<file path="src/i2ccr_regs.svh">
// Register map, field positions and constants of the bus control block
`ifndef I2CCR_REGS_SVH
`define I2CCR_REGS_SVH
// ----------------------------------------
// Register byte addresses
// ----------------------------------------
`define I2CCR_ADDR_CTRL0 20'hf0230
`define I2CCR_ADDR_GATE 20'hf0240
`define I2CCR_ADDR_BSTAT 20'hf0244
`define I2CCR_ADDR_ISTAT 20'hf0248
`define I2CCR_ADDR_ICLR 20'hf024c
`define I2CCR_ADDR_IEN 20'hf0250
// ----------------------------------------
// Control register fields
// ----------------------------------------
`define I2CCR_CTRL_RESET 8'h00
`define I2CCR_B_EN 7
`define I2CCR_B_EXIT 6
`define I2CCR_B_WREL 5
`define I2CCR_B_SPIE 4
`define I2CCR_B_WTIM 3
`define I2CCR_B_ACKE 2
`define I2CCR_B_STT 1
`define I2CCR_B_SPT 0
// ----------------------------------------
// Bus status register fields
// ----------------------------------------
`define I2CCR_S_MSTS 7
`define I2CCR_S_EXC 5
`define I2CCR_S_COI 4
`define I2CCR_S_TRC 3
`define I2CCR_S_ACKD 2
`define I2CCR_S_STD 1
// ----------------------------------------
// Interrupt status fields and misc
// ----------------------------------------
`define I2CCR_I_START 0
`define I2CCR_I_STOP 1
`define I2CCR_I_STRETCH 2
`define I2CCR_IRQ_W 3
`define I2CCR_CNT_8 4'h8
`define I2CCR_CNT_9 4'h9
`define I2CCR_EXT_HI 5'h01
`endif
</file>
<file path="src/i2ccr_pkg.sv">
// Types shared by the bus control block
package i2ccr_pkg;
   // Engine states, one-hot
   typedef enum logic [3:0] {
      I2CCR_IDLE = 4'b0001,
      I2CCR_XFER = 4'b0010,
      I2CCR_STRETCH = 4'b0100,
      I2CCR_STANDBY = 4'b1000
   } i2ccr_state_t;
endpackage

</file>
<file path="src/i2ccr_ctrl.sv">
// I2C bus control register with enable, exit and stretch release logic
// Functional notes
// Reset clears the eight-bit control register to zero.
// Control register written as a byte at its fixed address; bit writes via read-modify-write.
// Software changes stop-irq, timing and ack bits only when disabled or stretching.
// Enable low stops the bus logic and clears the bus status register.
// Software raises enable only while both bus lines are high.
// Enable changes only by software write or reset.
// Exit command abandons the transfer, enters standby, releases both lines.
// Exit bit clears itself after execution and on reset.
// Exit clears start/stop triggers, master, ext, match, transmit, ack, start flags.
// Standby after exit lasts until stop, or address match/extension after start; the code leaves standby at every start condition.
// Software uses exit when an unrelated extension code arrives.
// Writing one to release ends the stretch; bit clears itself; zero keeps it.
// Release at ninth-clock stretch while transmitting frees data line, clears transmit flag.
// Timing select bit 3, stop-irq enable bit 4, start bit 1, stop bit 0.
// With the clock gate low, control registers hold initial values, writes ignored.
// Enable bit 7, exit bit 6, release bit 5, ack enable bit 2.
`timescale 1ns/1ps
`default_nettype none
`include "i2ccr_regs.svh"

module i2ccr_ctrl
   import i2ccr_pkg::*;
#(
   parameter logic [6:0] LOCAL_ADDR = 7'h21
) (
   input wire logic CLK_IN,
   input wire logic RSTN_IN,
   input wire logic PSEL_IN,
   input wire logic PENABLE_IN,
   input wire logic PWRITE_IN,
   input wire logic [19:0] PADDR_IN,
   input wire logic [31:0] PWDATA_IN,
   input wire logic [3:0] PSTRB_IN,
   output logic [31:0] PRDATA_OUT,
   output logic PREADY_OUT,
   output logic PSLVERR_OUT,
   input wire logic SCL_IN,
   output logic SCL_OUT,
   output logic SCL_OE_OUT,
   input wire logic SDA_IN,
   output logic SDA_OUT,
   output logic SDA_OE_OUT,
   output logic IRQ_OUT
);

   // ----------------------------------------
   // Address decode
   // ----------------------------------------
   // One-hot select: ctrl0, gate, bstat, istat, iclr, ien
   function automatic logic [5:0] reg_sel(input logic [19:0] a);
      reg_sel = {a == `I2CCR_ADDR_IEN, a == `I2CCR_ADDR_ICLR,
         a == `I2CCR_ADDR_ISTAT, a == `I2CCR_ADDR_BSTAT,
         a == `I2CCR_ADDR_GATE, a == `I2CCR_ADDR_CTRL0};
   endfunction

   logic pready_reg, pready_next;
   logic pslverr_reg, pslverr_next;
   logic [31:0] prdata_reg, prdata_next;
   logic gate_reg, gate_next;
   logic [7:0] ctrl_reg, ctrl_next;
   logic [7:0] bstat_reg, bstat_next;
   logic [`I2CCR_IRQ_W-1:0] ist_reg, ist_next, ien_reg, ien_next;
   logic irq_reg, irq_next;
   logic [1:0] scl_sync_reg, sda_sync_reg;
   logic scl_d_reg, sda_d_reg;
   i2ccr_state_t state_reg, state_next;
   logic [3:0] cnt_reg, cnt_next;
   logic [7:0] shift_reg, shift_next;
   logic addr_ph_reg, addr_ph_next;
   logic at9_reg, at9_next;
   logic scl_oe_reg, scl_oe_next;
   logic sda_oe_reg, sda_oe_next;
   logic [`I2CCR_IRQ_W-1:0] ev;
   logic [5:0] sel;
   logic commit, wr, bus_start, bus_stop, scl_rise, scl_fall, op;
   logic scl_s, sda_s;

   // ----------------------------------------
   // Bus line synchronisers
   // ----------------------------------------
   // Two flops per line, then a delayed copy
   always_ff @(posedge CLK_IN) begin
      if (!RSTN_IN) begin
         scl_sync_reg <= 2'h3;
         sda_sync_reg <= 2'h3;
         scl_d_reg <= 1'b1;
         sda_d_reg <= 1'b1;
      end else begin
         scl_sync_reg <= {scl_sync_reg[0], SCL_IN};
         sda_sync_reg <= {sda_sync_reg[0], SDA_IN};
         scl_d_reg <= scl_sync_reg[1];
         sda_d_reg <= sda_sync_reg[1];
      end
   end

   // Line events from synchronised levels only
   assign scl_s = scl_sync_reg[1];
   assign sda_s = sda_sync_reg[1];
   assign bus_start = scl_s & scl_d_reg & sda_d_reg & ~sda_s;
   assign bus_stop = scl_s & scl_d_reg & ~sda_d_reg & sda_s;
   assign scl_rise = ~scl_d_reg & scl_s;
   assign scl_fall = scl_d_reg & ~scl_s;

   // ----------------------------------------
   // APB slave
   // ----------------------------------------
   // One wait state; commit at the edge that sees pready
   assign sel = reg_sel(PADDR_IN);
   assign commit = PSEL_IN & PENABLE_IN & pready_reg;
   assign wr = commit & PWRITE_IN & PSTRB_IN[0];

   // Response and read data
   always_comb begin
      pready_next = PSEL_IN & PENABLE_IN & ~pready_reg;
      pslverr_next = PSEL_IN & PENABLE_IN & ~pready_reg & ~(|sel);
      prdata_next = 32'h0000_0000;
      unique case (1'b1)
         sel[0]: prdata_next = {24'h00_0000, ctrl_reg};
         sel[1]: prdata_next = {31'h0000_0000, gate_reg};
         sel[2]: prdata_next = {24'h00_0000, bstat_reg};
         sel[3]: prdata_next = {29'h0000_0000, ist_reg};
         sel[5]: prdata_next = {29'h0000_0000, ien_reg};
         default: prdata_next = 32'h0000_0000;
      endcase
      if (!(PSEL_IN & PENABLE_IN & ~pready_reg & ~PWRITE_IN)) begin
         prdata_next = 32'h0000_0000;
      end
   end

   // Response registers
   always_ff @(posedge CLK_IN) begin
      if (!RSTN_IN) begin
         pready_reg <= 1'b0;
         pslverr_reg <= 1'b0;
         prdata_reg <= 32'h0000_0000;
      end else begin
         pready_reg <= pready_next;
         pslverr_reg <= pslverr_next;
         prdata_reg <= prdata_next;
      end
   end

   // ----------------------------------------
   // Control register and bus engine
   // ----------------------------------------
   assign op = gate_reg & ctrl_reg[`I2CCR_B_EN];

   // Next control, status and line drive
   always_comb begin
      gate_next = gate_reg;
      ctrl_next = ctrl_reg;
      bstat_next = bstat_reg;
      state_next = state_reg;
      cnt_next = cnt_reg;
      shift_next = shift_reg;
      addr_ph_next = addr_ph_reg;
      at9_next = at9_reg;
      scl_oe_next = scl_oe_reg;
      sda_oe_next = sda_oe_reg;
      ev = '0;
      if (wr && sel[1]) begin
         gate_next = PWDATA_IN[0];
      end
      // Release is a one-shot command
      ctrl_next[`I2CCR_B_WREL] = 1'b0;
      if (!op) begin
         // Stopped: status cleared, lines free
         bstat_next = 8'h00;
         state_next = I2CCR_IDLE;
         cnt_next = 4'h0;
         addr_ph_next = 1'b0;
         scl_oe_next = 1'b0;
         sda_oe_next = 1'b0;
      end else if (ctrl_reg[`I2CCR_B_EXIT]) begin
         // Abandon transfer, clear flags
         ctrl_next[`I2CCR_B_EXIT] = 1'b0;
         ctrl_next[`I2CCR_B_STT] = 1'b0;
         ctrl_next[`I2CCR_B_SPT] = 1'b0;
         bstat_next = 8'h00;
         state_next = I2CCR_STANDBY;
         scl_oe_next = 1'b0;
         sda_oe_next = 1'b0;
         cnt_next = 4'h0;
         addr_ph_next = 1'b0;
      end else if (bus_stop) begin
         // Stop ends any transfer or standby
         bstat_next[`I2CCR_S_STD] = 1'b0;
         bstat_next[`I2CCR_S_MSTS] = 1'b0;
         ctrl_next[`I2CCR_B_SPT] = 1'b0;
         state_next = I2CCR_IDLE;
         scl_oe_next = 1'b0;
         sda_oe_next = 1'b0;
         ev[`I2CCR_I_STOP] = ctrl_reg[`I2CCR_B_SPIE];
      end else if (bus_start) begin
         // Start: count a fresh address byte
         bstat_next[`I2CCR_S_STD] = 1'b1;
         bstat_next[`I2CCR_S_COI] = 1'b0;
         bstat_next[`I2CCR_S_EXC] = 1'b0;
         bstat_next[`I2CCR_S_TRC] = 1'b0;
         state_next = I2CCR_XFER;
         cnt_next = 4'h0;
         addr_ph_next = 1'b1;
         ev[`I2CCR_I_START] = 1'b1;
      end else begin
         unique case (state_reg)
            I2CCR_IDLE: begin
               // Free bus: start trigger takes mastership
               if (ctrl_reg[`I2CCR_B_STT]) begin
                  bstat_next[`I2CCR_S_MSTS] = 1'b1;
                  ctrl_next[`I2CCR_B_STT] = 1'b0;
               end
            end
            I2CCR_STANDBY: begin
               // Wait for stop or start, taken above
            end
            I2CCR_XFER: begin
               if (scl_rise) begin
                  shift_next = {shift_reg[6:0], sda_s};
                  cnt_next = cnt_reg + 4'h1;
                  if (cnt_reg == `I2CCR_CNT_8 && bstat_reg[`I2CCR_S_TRC]) begin
                     bstat_next[`I2CCR_S_ACKD] = ~sda_s;
                  end
               end else if (scl_fall && cnt_reg == `I2CCR_CNT_8) begin
                  // Eighth falling edge
                  if (addr_ph_reg) begin
                     if (shift_reg[7:1] == LOCAL_ADDR) begin
                        bstat_next[`I2CCR_S_COI] = 1'b1;
                        bstat_next[`I2CCR_S_TRC] = shift_reg[0];
                        sda_oe_next = ctrl_reg[`I2CCR_B_ACKE];
                     end else if (shift_reg[7:3] == `I2CCR_EXT_HI) begin
                        bstat_next[`I2CCR_S_EXC] = 1'b1;
                        at9_next = 1'b0;
                        scl_oe_next = 1'b1;
                        state_next = I2CCR_STRETCH;
                        ev[`I2CCR_I_STRETCH] = 1'b1;
                     end else begin
                        state_next = I2CCR_IDLE;
                     end
                  end else if (!ctrl_reg[`I2CCR_B_WTIM]) begin
                     at9_next = 1'b0;
                     scl_oe_next = 1'b1;
                     state_next = I2CCR_STRETCH;
                     ev[`I2CCR_I_STRETCH] = 1'b1;
                  end else if (!bstat_reg[`I2CCR_S_TRC]) begin
                     sda_oe_next = ctrl_reg[`I2CCR_B_ACKE];
                  end
               end else if (scl_fall && cnt_reg == `I2CCR_CNT_9) begin
                  // Ninth falling edge; transmitter holds data low
                  cnt_next = 4'h0;
                  addr_ph_next = 1'b0;
                  sda_oe_next = bstat_reg[`I2CCR_S_TRC];
                  if (addr_ph_reg || ctrl_reg[`I2CCR_B_WTIM]) begin
                     at9_next = 1'b1;
                     scl_oe_next = 1'b1;
                     state_next = I2CCR_STRETCH;
                     ev[`I2CCR_I_STRETCH] = 1'b1;
                  end
               end
            end
            I2CCR_STRETCH: begin
               // Written one releases, zero keeps stretching
               if (ctrl_reg[`I2CCR_B_WREL]) begin
                  scl_oe_next = 1'b0;
                  state_next = I2CCR_XFER;
                  if (at9_reg && bstat_reg[`I2CCR_S_TRC]) begin
                     sda_oe_next = 1'b0;
                     bstat_next[`I2CCR_S_TRC] = 1'b0;
                  end
               end
            end
            default: state_next = I2CCR_IDLE;
         endcase
      end
      // Software write to control, only when gated in
      if (wr && sel[0] && gate_reg) begin
         ctrl_next = PWDATA_IN[7:0];
      end
      if (!gate_reg) begin
         ctrl_next = `I2CCR_CTRL_RESET;
         bstat_next = 8'h00;
      end
   end

   // Control and engine registers
   always_ff @(posedge CLK_IN) begin
      if (!RSTN_IN) begin
         gate_reg <= 1'b0;
         ctrl_reg <= `I2CCR_CTRL_RESET;
         bstat_reg <= 8'h00;
         state_reg <= I2CCR_IDLE;
         cnt_reg <= 4'h0;
         shift_reg <= 8'h00;
         addr_ph_reg <= 1'b0;
         at9_reg <= 1'b0;
         scl_oe_reg <= 1'b0;
         sda_oe_reg <= 1'b0;
      end else begin
         gate_reg <= gate_next;
         ctrl_reg <= ctrl_next;
         bstat_reg <= bstat_next;
         state_reg <= state_next;
         cnt_reg <= cnt_next;
         shift_reg <= shift_next;
         addr_ph_reg <= addr_ph_next;
         at9_reg <= at9_next;
         scl_oe_reg <= scl_oe_next;
         sda_oe_reg <= sda_oe_next;
      end
   end

   // ----------------------------------------
   // Interrupt status, clear and enable
   // ----------------------------------------
   // Set wins over a clear in the same cycle
   always_comb begin
      ist_next = ist_reg;
      ien_next = ien_reg;
      if (wr && sel[4]) begin
         ist_next = ist_reg & ~PWDATA_IN[`I2CCR_IRQ_W-1:0];
      end
      ist_next = ist_next | ev;
      if (wr && sel[5]) begin
         ien_next = PWDATA_IN[`I2CCR_IRQ_W-1:0];
      end
      irq_next = |(ist_next & ien_next);
   end

   // Interrupt registers
   always_ff @(posedge CLK_IN) begin
      if (!RSTN_IN) begin
         ist_reg <= '0;
         ien_reg <= '0;
         irq_reg <= 1'b0;
      end else begin
         ist_reg <= ist_next;
         ien_reg <= ien_next;
         irq_reg <= irq_next;
      end
   end

   // ----------------------------------------
   // Outputs
   // ----------------------------------------
   // Open-drain lines only ever pull low
   assign PRDATA_OUT = prdata_reg;
   assign PREADY_OUT = pready_reg;
   assign PSLVERR_OUT = pslverr_reg;
   assign SCL_OUT = 1'b0;
   assign SCL_OE_OUT = scl_oe_reg;
   assign SDA_OUT = 1'b0;
   assign SDA_OE_OUT = sda_oe_reg;
   assign IRQ_OUT = irq_reg;

endmodule // i2ccr_ctrl
`default_nettype wire

</file>
<file path="config.mk">
export PLATFORM = sky130hd
export DESIGN_NAME = i2ccr_ctrl
export DESIGN_NICKNAME = d
export VERILOG_FILES = /design/src/i2ccr_pkg.sv /design/src/i2ccr_ctrl.sv
export VERILOG_INCLUDE_DIRS = /design/src
export SDC_FILE = /design/constraint.sdc
export NUM_CORES = 1
export LEC_CHECK = 0
export BUFFER_PORTS_ARGS = -buffer_cell sky130_fd_sc_hd__buf_2
export CORE_ASPECT_RATIO = 1.4
export CORE_MARGIN = 4
export CORE_UTILIZATION = 50
export DETAILED_ROUTE_END_ITERATION = 6
export PLACE_DENSITY = 0.8
export SLEW_MARGIN = 5
export SYNTH_ARGS = -nofsm -noshare
export SYNTH_HDL_FRONTEND = slang
export SYNTH_SLANG_ARGS = --single-unit
</file>
<file path="constraint.sdc">
create_clock -name CLK_IN -period 3.2 [get_ports CLK_IN]
set_input_delay 0.64 -clock CLK_IN [delete_from_list [all_inputs] [get_ports CLK_IN]]
set_output_delay 0.64 -clock CLK_IN [all_outputs]
set_load 0.01 [all_outputs]
</file>
* After elaboration in Yosys (flattened, before gate mapping) *
Index checks and enable logic that the tools add are counted.

storage, ports and cells
  bits of input ports = 63
  flip-flop bits (word level) = 82
  output and inout port bits = 39

cells by class
  equal/unequal tests = 52
  muxes and demuxes = 82
  $add $sub $neg = 1
  reductions and logical operators = 52
  bitwise gates (word level) = 34

operators by type and width
  operator                                       number
  equality test 20 bit (second input constant)   6
  two-way mux 4 bit                              16
  two-way mux 1 bit                              47
  case mux 8 bit (5 select lines)                1
  inequality test 3 bit (second input constant)  11
  inequality test 4 bit (second input constant)  8
  AND reduction 7 bit                            4
  two-way mux 3 bit                              9
  inequality test 5 bit (second input constant)  4
  nonzero test 2 bit                             10
  AND reduction 9 bit                            2
  AND 1 bit                                      15
  inverter 1 bit                                 15
  inequality test 7 bit (second input constant)  2
  equality test 4 bit (second input constant)    3
  inequality test 2 bit (second input constant)  6
  inequality test 6 bit (second input constant)  2
  case mux 4 bit (3 select lines)                1
  AND reduction 6 bit                            2
  nonzero test 3 bit                             4
  AND reduction 11 bit                           1
  AND reduction 5 bit                            2
  OR reduction 5 bit                             2
  logical AND 1 bit                              9
  other kinds (24)                               39

* Logic depth before layout (Yosys ltp) *
Gate-level depths: netlist (run 1).

  depth after elaboration = 14
  depth in mapped cells = 9

* Worst setup path before layout (run 1) *
OpenSTA, ideal clock, no wires.

  path type = input to register
  start point = input PADDR_IN[7]
  end point = register prdata_reg[1], in the netlist PRDATA_OUT[1]
  arrival time = 2.090 ns
  data required time = 3.130 ns
  path slack = 1.040 ns
  cell stages on the path = 7
  path buffers = 1
  path through = or3b_1 nor3_1 and2_1 and3b_1 buf_2 a22oi_1 a21oi_1

between the ends
  word-level cells in the longest chain between the ends = 2

RTL lines
  element                            RTL line           source
  start, declared                    i2ccr_ctrl.sv:33   input wire logic [19:0] PADDR_IN,
  equality test 20 bit (no line)     n/a
  case mux 8 bit (5 select lines) *  i2ccr_ctrl.sv:119  unique case (1'b1)
  end signal, assigned               i2ccr_ctrl.sv:141  prdata_reg <= prdata_next;
  end, declared                      i2ccr_ctrl.sv:60   logic [31:0] prdata_reg, prdata_next;

Mark *: on every way between the ends. The rest lies on a longest branch, timed or not.
A chain may end at the register's enable or synchronous reset.

* Worst setup path in the final report (run 1) *
Same ends and word-level chain as after synthesis.

==> metrics.yaml, run 1 <==
min-delay-path-class: "reg2reg"
place_hpwl_mm: 5.08
timing.clock.skew_ns: 0.00809
tightest_slew_ns: 0.692
global_route_total_overflow: 0
max_stage_delay_ns: 0.43
fin_worst_hold_slack_ns: 0.412
buffer_ports.inserted: 48
slew_viol_final: 0
area_of_the_mapped_netlist_mm2: 0.00298
yosys_warnings: 0
ir_worst_vdd_mv: 0.255
clkSinkCount: 58
global_route.usage.total_pct: 19.8
grt_first_pass_wirelength_mm: 11.2
cellLeakagePower_nw: 1.30
vias: 2568
critical_path.slowest_cell: "sky130_fd_sc_hd__or3b_1"
setup.worst_path.class: "in2reg"
worstSetupStartpointType: "input pin"
cell_chain_of_the_critical_path: "buf_2 > or3b_1 > nor3_1 > and2_1 > and3b_1 > a22oi_1 > a21oi_1"
wl_per_cell_um: 14.8
synth-simple-area-share_pct: 29.1
synth.mux.area_fraction_pct: 6.77
htreeDepth: 3
worstSkewPairLatency_ns: 0.34
synth.distinct_cells: 57
clock.fmax_ghz: 0.459
cts_hold_buf: 0
synth_top_family_by_area: "simple AND/OR/NAND/NOR gates"
cell_type_with_the_largest_total_area_after_synthesis: "sky130_fd_sc_hd__dfxtp_1"
setup-violations-final: 0
tns_ns: 0
detail_route.drc_violations: 0
crit_path_end_kind: "flop"
grt_pass1_vias: 2527
cts_root_buffer: "sky130_fd_sc_hd__clkbuf_8"
ctsLongestPathBuffers: 2
worstPathArrival_ns: 2.44
post-route-period-util_pct: 68.1
number_of_enable_flip_flop_cells_after_synthesis: 0
final_wtd_congestion: 0.867
compound_gate_portion_of_the_synthesized_area_pct: 14.0
ios: 102
grt_antenna_before_repair: 0
maxCapViolations: 0
synth_cells: 336
die_width_um: 73.2
core_area_mm2: 0.00582
share_of_cells_above_drive_strength_1_pct: 19.9
ys_top_cells_by_area: "sky130_fd_sc_hd__dfxtp_1, sky130_fd_sc_hd__buf_4, sky130_fd_sc_hd__mux2i_1, sky130_fd_sc_hd__nor2_1, sky130_fd_sc_hd__nor2b_1"
clock_tree_from_tritoncts: "built"
holdCritStartpoint: "scl_sync_reg[0]"
antenna_cells_inserted: 0
powerDensity_mw_per_mm2: 457
synthAdderAreaFrac_pct: 1.26
most_common_cell_after_layout_fill_and_taps_aside: "sky130_fd_sc_hd__dfxtp_1"
outcome: "finished clean"
layout_common_cells: "sky130_fd_sc_hd__dfxtp_1, sky130_fd_sc_hd__buf_2, sky130_fd_sc_hd__nor2_1"
detail_route.iter0.violations: 244
asyncSetResetFlopFracSynth_pct: 0
floorplan.rows: 33
final_antenna_net_count: 0
fillers: 487
synth_flop_cell: "sky130_fd_sc_hd__dfxtp_1"
synth_largest_type_area_fraction_pct: 39.0
hold_violations: 0
layout-area-overhead-vs-synth_pct: 13.4
fin_crit_ns: 2.18
xor_xnor_cell_area_share_of_the_yosys_netlist_pct: 0.589
avgSynthCellArea_um2: 8.86
number_of_iterations_in_the_first_detailed_routing_pass: 5
routed_via_density: 5.62
rsz0062_at_grt: "false"
r2r-start: "state_reg[1]"
final_net_count: 448
ys_seq_elements: 58
tritoncts.num_buffers: 9
path_clk_slew_ns: 0.07
grt_start_max_net_pins: 28
startpoint: "PADDR_IN[7]"
cts-resized-gates: 0
slew_headroom_pct: 53.7
worst_ep_required_time_ns: 3.46
die_h_um: 99.3
worstPathMaxFanout: 6
cts_setup_buffers: 0
ys_seq_area_share_pct: 39.0
die_area_mm2: 0.00727
initial_core_util_pct: 51.1
route.final.wire_length_mm: 6.78
## final cells by class
| class | count | area [µm²] | share of cell area [%] |
|---|---|---|---|
| multi-input cells | 258 | 1640 | 48.5 |
| flip-flops and latches | 58 | 1160 | 34.4 |
| repair buffers | 49 | 248 | 7.34 |
| clock buffers | 11 | 141 | 4.19 |
| well taps | 70 | 87.6 | 2.60 |
| clock inverters | 5 | 77.6 | 2.30 |
| inverters | 6 | 22.5 | 0.668 |
## per-stage QoR
stage	cell area, µm²	power (W)	utilization, %	setup slack [ns]	cells
2_1_floorplan	3070	0.000805	-	1.04	361
3_3_place_gp	3150	0.000812	54.2	0.711	441
3_5_place_dp	3150	0.000813	54.2	0.694	441
4_1_cts	3370	0.00156	57.9	1.04	457
5_1_grt	3370	0.00159	57.9	0.854	457
6_report	3370	0.00154	57.9	1.02	457
## routing by layer
layer  part of all wire (%)  up-vias  global-route usage (%)
li1                       -     1251                       -
met2                     53      106                    33.4
met4                    3.4        0                    13.9
met3                    6.5       21                    5.06
met5                      0        -                       0
met1                     37     1190                    21.0
## Yosys cell counts (2+ instances only)
cell / n
sky130_fd_sc_hd__o21ai_0: 8
sky130_fd_sc_hd__and2_1: 4
sky130_fd_sc_hd__inv_1: 6
sky130_fd_sc_hd__a211oi_1: 2
sky130_fd_sc_hd__a21oi_1: 21
sky130_fd_sc_hd__a22oi_1: 10
sky130_fd_sc_hd__dfxtp_1: 58
sky130_fd_sc_hd__nor3_1: 7
sky130_fd_sc_hd__nand2b_1: 13
sky130_fd_sc_hd__nand4_1: 7
sky130_fd_sc_hd__buf_4: 26
sky130_fd_sc_hd__nand4b_1: 5
sky130_fd_sc_hd__or4b_4: 2
sky130_fd_sc_hd__a32oi_1: 3
sky130_fd_sc_hd__mux2i_1: 19
sky130_fd_sc_hd__nand2_1: 19
sky130_fd_sc_hd__o31ai_1: 2
sky130_fd_sc_hd__buf_2: 3
sky130_fd_sc_hd__o211ai_1: 3
sky130_fd_sc_hd__nor4b_1: 2
sky130_fd_sc_hd__nor4_1: 3
sky130_fd_sc_hd__and3b_1: 3
sky130_fd_sc_hd__nor2_1: 30
sky130_fd_sc_hd__nor3b_1: 2
sky130_fd_sc_hd__or3_1: 2
sky130_fd_sc_hd__clkbuf_2: 2
sky130_fd_sc_hd__a31oi_1: 4
sky130_fd_sc_hd__and3_1: 4
sky130_fd_sc_hd__nor4b_2: 2
sky130_fd_sc_hd__nand3b_1: 2
sky130_fd_sc_hd__xor2_1: 2
sky130_fd_sc_hd__nor2b_1: 17
sky130_fd_sc_hd__nand3_1: 9
sky130_fd_sc_hd__ha_1: 3
sky130_fd_sc_hd__o22ai_1: 2
sky130_fd_sc_hd__o21a_1: 2
sky130_fd_sc_hd__clkbuf_1: 7
## where the power goes
group          switching [W]   total, W  internal, W  leakage [nW]
Combinational      0.0000408  0.0000689    0.0000281         0.722
Clock               0.000285   0.000742     0.000457         0.109
Sequential        0.00000378   0.000730     0.000726         0.468
Total               0.000330    0.00154      0.00121          1.30
## worst paths after layout
kind	end	slack, ns	cells past startpoint
worst max-delay path	PRDATA_OUT[1]	1.02	7
worst min-delay path	scl_sync_reg[1]	0.41	1
worst max register to register	shift_reg[4]	1.07	5
worst min register to register	scl_sync_reg[1]	0.41	1
## critical path: cells and delay by family
family	cells	cell delay, ns
AND/OR/NAND/NOR	4	1.43
AO/OA/AOI/OAI	2	0.27
buffers and inverters	1	0.09
## kinds of logic (layout without fill, tap and decap cells)
kind of cell | after synthesis | count (layout)
and+or+nand+nor | 143 | 143
adders and majority gates | 3 | 3
xor gates and xnor gates | 2 | 2
AOI/OAI and AO/OA | 64 | 64
buffers and inverters | 45 | 71
muxes | 20 | 20
DFF | 58 | 58
other | 1 | 26
Note: power is estimated with default switching activity, not from simulation.
==> inputs of run 2 (changes only) <==
ABC_AREA = 1   (was default)
CORE_UTILIZATION = 47   (was 50)
PLACE_DENSITY = 0.77   (was 0.8)
clock period = 1.9 ns   (was 3.2 ns; I/O delays follow)
==> metrics.yaml, run 2 <==
outcome: "finished clean"
most_common_cell_after_layout_fill_and_taps_aside: "sky130_fd_sc_hd__nand2_1"
ys_seq_area_share_pct: 34.8  # -4.2 points
clock.fmax_ghz: 0.570
clkSinkCount: 58  # unchanged
crit_path_end_kind: "flop"
final_wtd_congestion: 0.994  # +15%
routed_via_density: 4.97  # -12%
timing.clock.skew_ns: 0.0129  # +0.00484 ns
dp.cells: 655  # +49%
setup.worst_path.class: "reg2reg"
htreeDepth: 3  # unchanged
synth_flop_cell: "sky130_fd_sc_hd__dfxtp_1"
asyncSetResetFlopFracSynth_pct: 0  # unchanged
cts_hold_buf: 0  # unchanged
grt_start_max_net_pins: 15  # -46%
initial_core_util_pct: 48.1  # -3.1 points
die_width_um: 79.2  # +8.2%
fin_crit_ns: 1.76
detail_route.drc_violations: 0  # unchanged
setup-violations-final: 0  # unchanged
global_route_total_overflow: 0  # unchanged
worst_ep_required_time_ns: 2.14  # -1.32 ns
critPathBufInv: 3  # +2
min_delay_path_depth: 2  # +1
highest-signal-layer: "met4"
stdcell_count: 671  # +47%
place_hpwl_mm: 6.90  # +36%
area_of_the_mapped_netlist_mm2: 0.00333  # +12%
floorplan.rows: 36  # +9.1%
synth_cells: 505  # +50%
synth.most_common_cell: "sky130_fd_sc_hd__nand2_1"
rsz0062_at_grt: "true"
fin_worst_hold_slack_ns: 0.224  # -0.188 ns
synth.distinct_cells: 33  # -42%
wire_length_on_met2_mm: 4.30  # +21%
cts_root_buffer: "sky130_fd_sc_hd__clkbuf_8"
r2r.worst_path.cells: 11  # +6
whs_endpoint: "sda_sync_reg[0]"
holdCritStartpoint: "SDA_IN"
ios: 102  # unchanged
cellLeakagePower_nw: 1.71  # +32%
worstPathMaxFanout: 11  # +5
final_antenna_net_count: 0  # unchanged
worstSkewPairLatency_ns: 0.35  # about the same
crit_family: "simple AND/OR/NAND/NOR gates"
grt_antenna_before_repair: 0  # unchanged
vias: 3334  # +30%
m1WireLength_mm: 3.47  # +37%
min-delay-path-class: "in2reg"
global_route.usage.total_pct: 21.2  # +1.3 points
cell_type_with_the_largest_total_area_after_synthesis: "sky130_fd_sc_hd__dfxtp_1"
synth_largest_type_area_fraction_pct: 34.8  # -4.2 points
post-route-period-util_pct: 92.4
met3RoutedLength_um: 470  # +6.8%
layout_common_cells: "sky130_fd_sc_hd__nand2_1, sky130_fd_sc_hd__nor2_1, sky130_fd_sc_hd__inv_1"
worstPathArrival_ns: 1.99  # -0.45 ns
maxCapViolations: 0  # unchanged
number_of_enable_flip_flop_cells_after_synthesis: 0  # unchanged
avgSynthCellArea_um2: 6.60  # -25%
cell_chain_of_the_critical_path: "inv_1 > ha_1 > nand3_1 > buf_4 > nor2_1 > inv_1 > nor2_1 > nor3b_1 > nand3_1 > nand2_1 > nor2_1"
ctsLongestPathBuffers: 2  # unchanged
clock_tree_from_tritoncts: "built"
detail_route.iter0.violations: 256  # +4.9%
yosys_warnings: 0  # unchanged
route.final.wire_length_mm: 8.55  # +26%
ys_seq_elements: 58  # unchanged
antenna_cells_inserted: 0  # unchanged
critical_path.slowest_cell: "sky130_fd_sc_hd__dfxtp_1"
buffer_ports.inserted: 48  # unchanged
die_h_um: 108  # +8.4%
r2r-start: "cnt_reg[0]"
wl_per_cell_um: 12.7  # -14%
slew_viol_final: 0  # unchanged
synthTopCellsByCount: "sky130_fd_sc_hd__nand2_1, sky130_fd_sc_hd__nor2_1, sky130_fd_sc_hd__inv_1, sky130_fd_sc_hd__dfxtp_1, sky130_fd_sc_hd__a21oi_1"
powerDensity_mw_per_mm2: 691  # +51%
ir_worst_vdd_mv: 0.494  # +94%
layout-area-overhead-vs-synth_pct: 16.8
tritoncts.num_buffers: 9  # unchanged
core_area_mm2: 0.00694  # +19%
crit-reg2reg-capture: "state_reg[2]"
die_area_mm2: 0.00852  # +17%
hold_violations: 0  # unchanged
max_stage_delay_ns: 0.38  # -0.05 ns
worstSetupStartpointType: "flop"
r2r_slack_ns: 0.14  # -0.93 ns
crit_path_frequent_cell: "sky130_fd_sc_hd__nor2_1"
final_net_count: 637  # +42%
ys_top_cells_by_area: "sky130_fd_sc_hd__dfxtp_1, sky130_fd_sc_hd__nand2_1, sky130_fd_sc_hd__nor2_1, sky130_fd_sc_hd__inv_1, sky130_fd_sc_hd__buf_4"
grt_first_pass_wirelength_mm: 14.1  # +26%
number_of_iterations_in_the_first_detailed_routing_pass: 4  # -1
share_of_cells_above_drive_strength_1_pct: 19.3  # -0.63 points
grt_pass1_vias: 3094  # +22%
path_clk_slew_ns: 0.08  # about the same
-- run 2: through the flow --
| step | total power [W] | utilization [%] | cell area (µm²) | setup TNS [ns] | worst slack (ns) |
|---|---|---|---|---|---|
| floorplan | 0.00139 | - | 3430 | 0 | 0.370 |
| global placement | 0.00141 | 52.7 | 3660 | 0 | 0.135 |
| detailed placement | 0.00141 | 52.7 | 3660 | 0 | 0.0694 |
| CTS | 0.00270 | 56.0 | 3880 | 0 | 0.0923 |
| global route | 0.00278 | 56.1 | 3890 | -0.0326 | -0.0326 |
| finish | 0.00269 | 56.1 | 3890 | 0 | 0.144 |
-- run 2: repair_timing --
action	in CTS	in global routing
endpoints found under the setup margin	0	4
gates resized for setup	0	4
buffers inserted	0	0
-- run 2: logic make-up after synthesis --
kind of cell	Yosys count	synth area share, %
flip-flops	58	34.8
adder cells (fa/ha/maj)	3	1.13
AND/OR/NAND/NOR	268	37.8
other	1	0.113
AO/OA/AOI/OAI	69	10.9
buffers and inverters	106	15.2
-- run 2: worst max-delay path by stage --
stage                startpoint            to  slack [ns]  depth (start not counted)
finish               cnt_reg[0]  state_reg[2]        0.14                         11
global route         cnt_reg[0]       IRQ_OUT       -0.03                         12
CTS                  cnt_reg[0]       IRQ_OUT        0.09                         13
detailed placement  PADDR_IN[1]   ctrl_reg[3]        0.07                          9
global placement     cnt_reg[0]       IRQ_OUT        0.13                         13
floorplan            cnt_reg[0]    cnt_reg[3]        0.37                          9
-- run 2: worst register-to-register path, stage by stage (launching register included) --
cell                      delay, ns
sky130_fd_sc_hd__dfxtp_1       0.38
sky130_fd_sc_hd__inv_1         0.09
sky130_fd_sc_hd__ha_1          0.22
sky130_fd_sc_hd__nand3_1       0.09
sky130_fd_sc_hd__buf_4         0.18
sky130_fd_sc_hd__nor2_1        0.06
sky130_fd_sc_hd__inv_1         0.08
sky130_fd_sc_hd__nor2_1        0.06
sky130_fd_sc_hd__nor3b_1       0.28
sky130_fd_sc_hd__nand3_1       0.11
sky130_fd_sc_hd__nand2_1       0.07
sky130_fd_sc_hd__nor2_1        0.03
-- run 2: layout make-up --
class / count / area [µm²]
fillers: 717 / 3040
inverters: 75 / 282
multi-input cells: 366 / 1770
flip-flops and latches: 58 / 1160
clock inverters: 6 / 90.1
clock buffers: 10 / 138
repair buffers: 61 / 338
well taps: 95 / 119
-- run 2: power breakdown --
group | total, W | internal [W] | switching (W)
Combinational | 0.000160 | 0.0000565 | 0.000103
Sequential | 0.00123 | 0.00122 | 0.00000483
Clock | 0.00130 | 0.000776 | 0.000528
-- run 2: layer usage --
metal / track usage (%) / vias to the layer above
li1: - / 1697
met1: 23.3 / 1496
met2: 38.6 / 112
met3: 3.85 / 29
met4: 9.95 / 0
met5: 0 / -
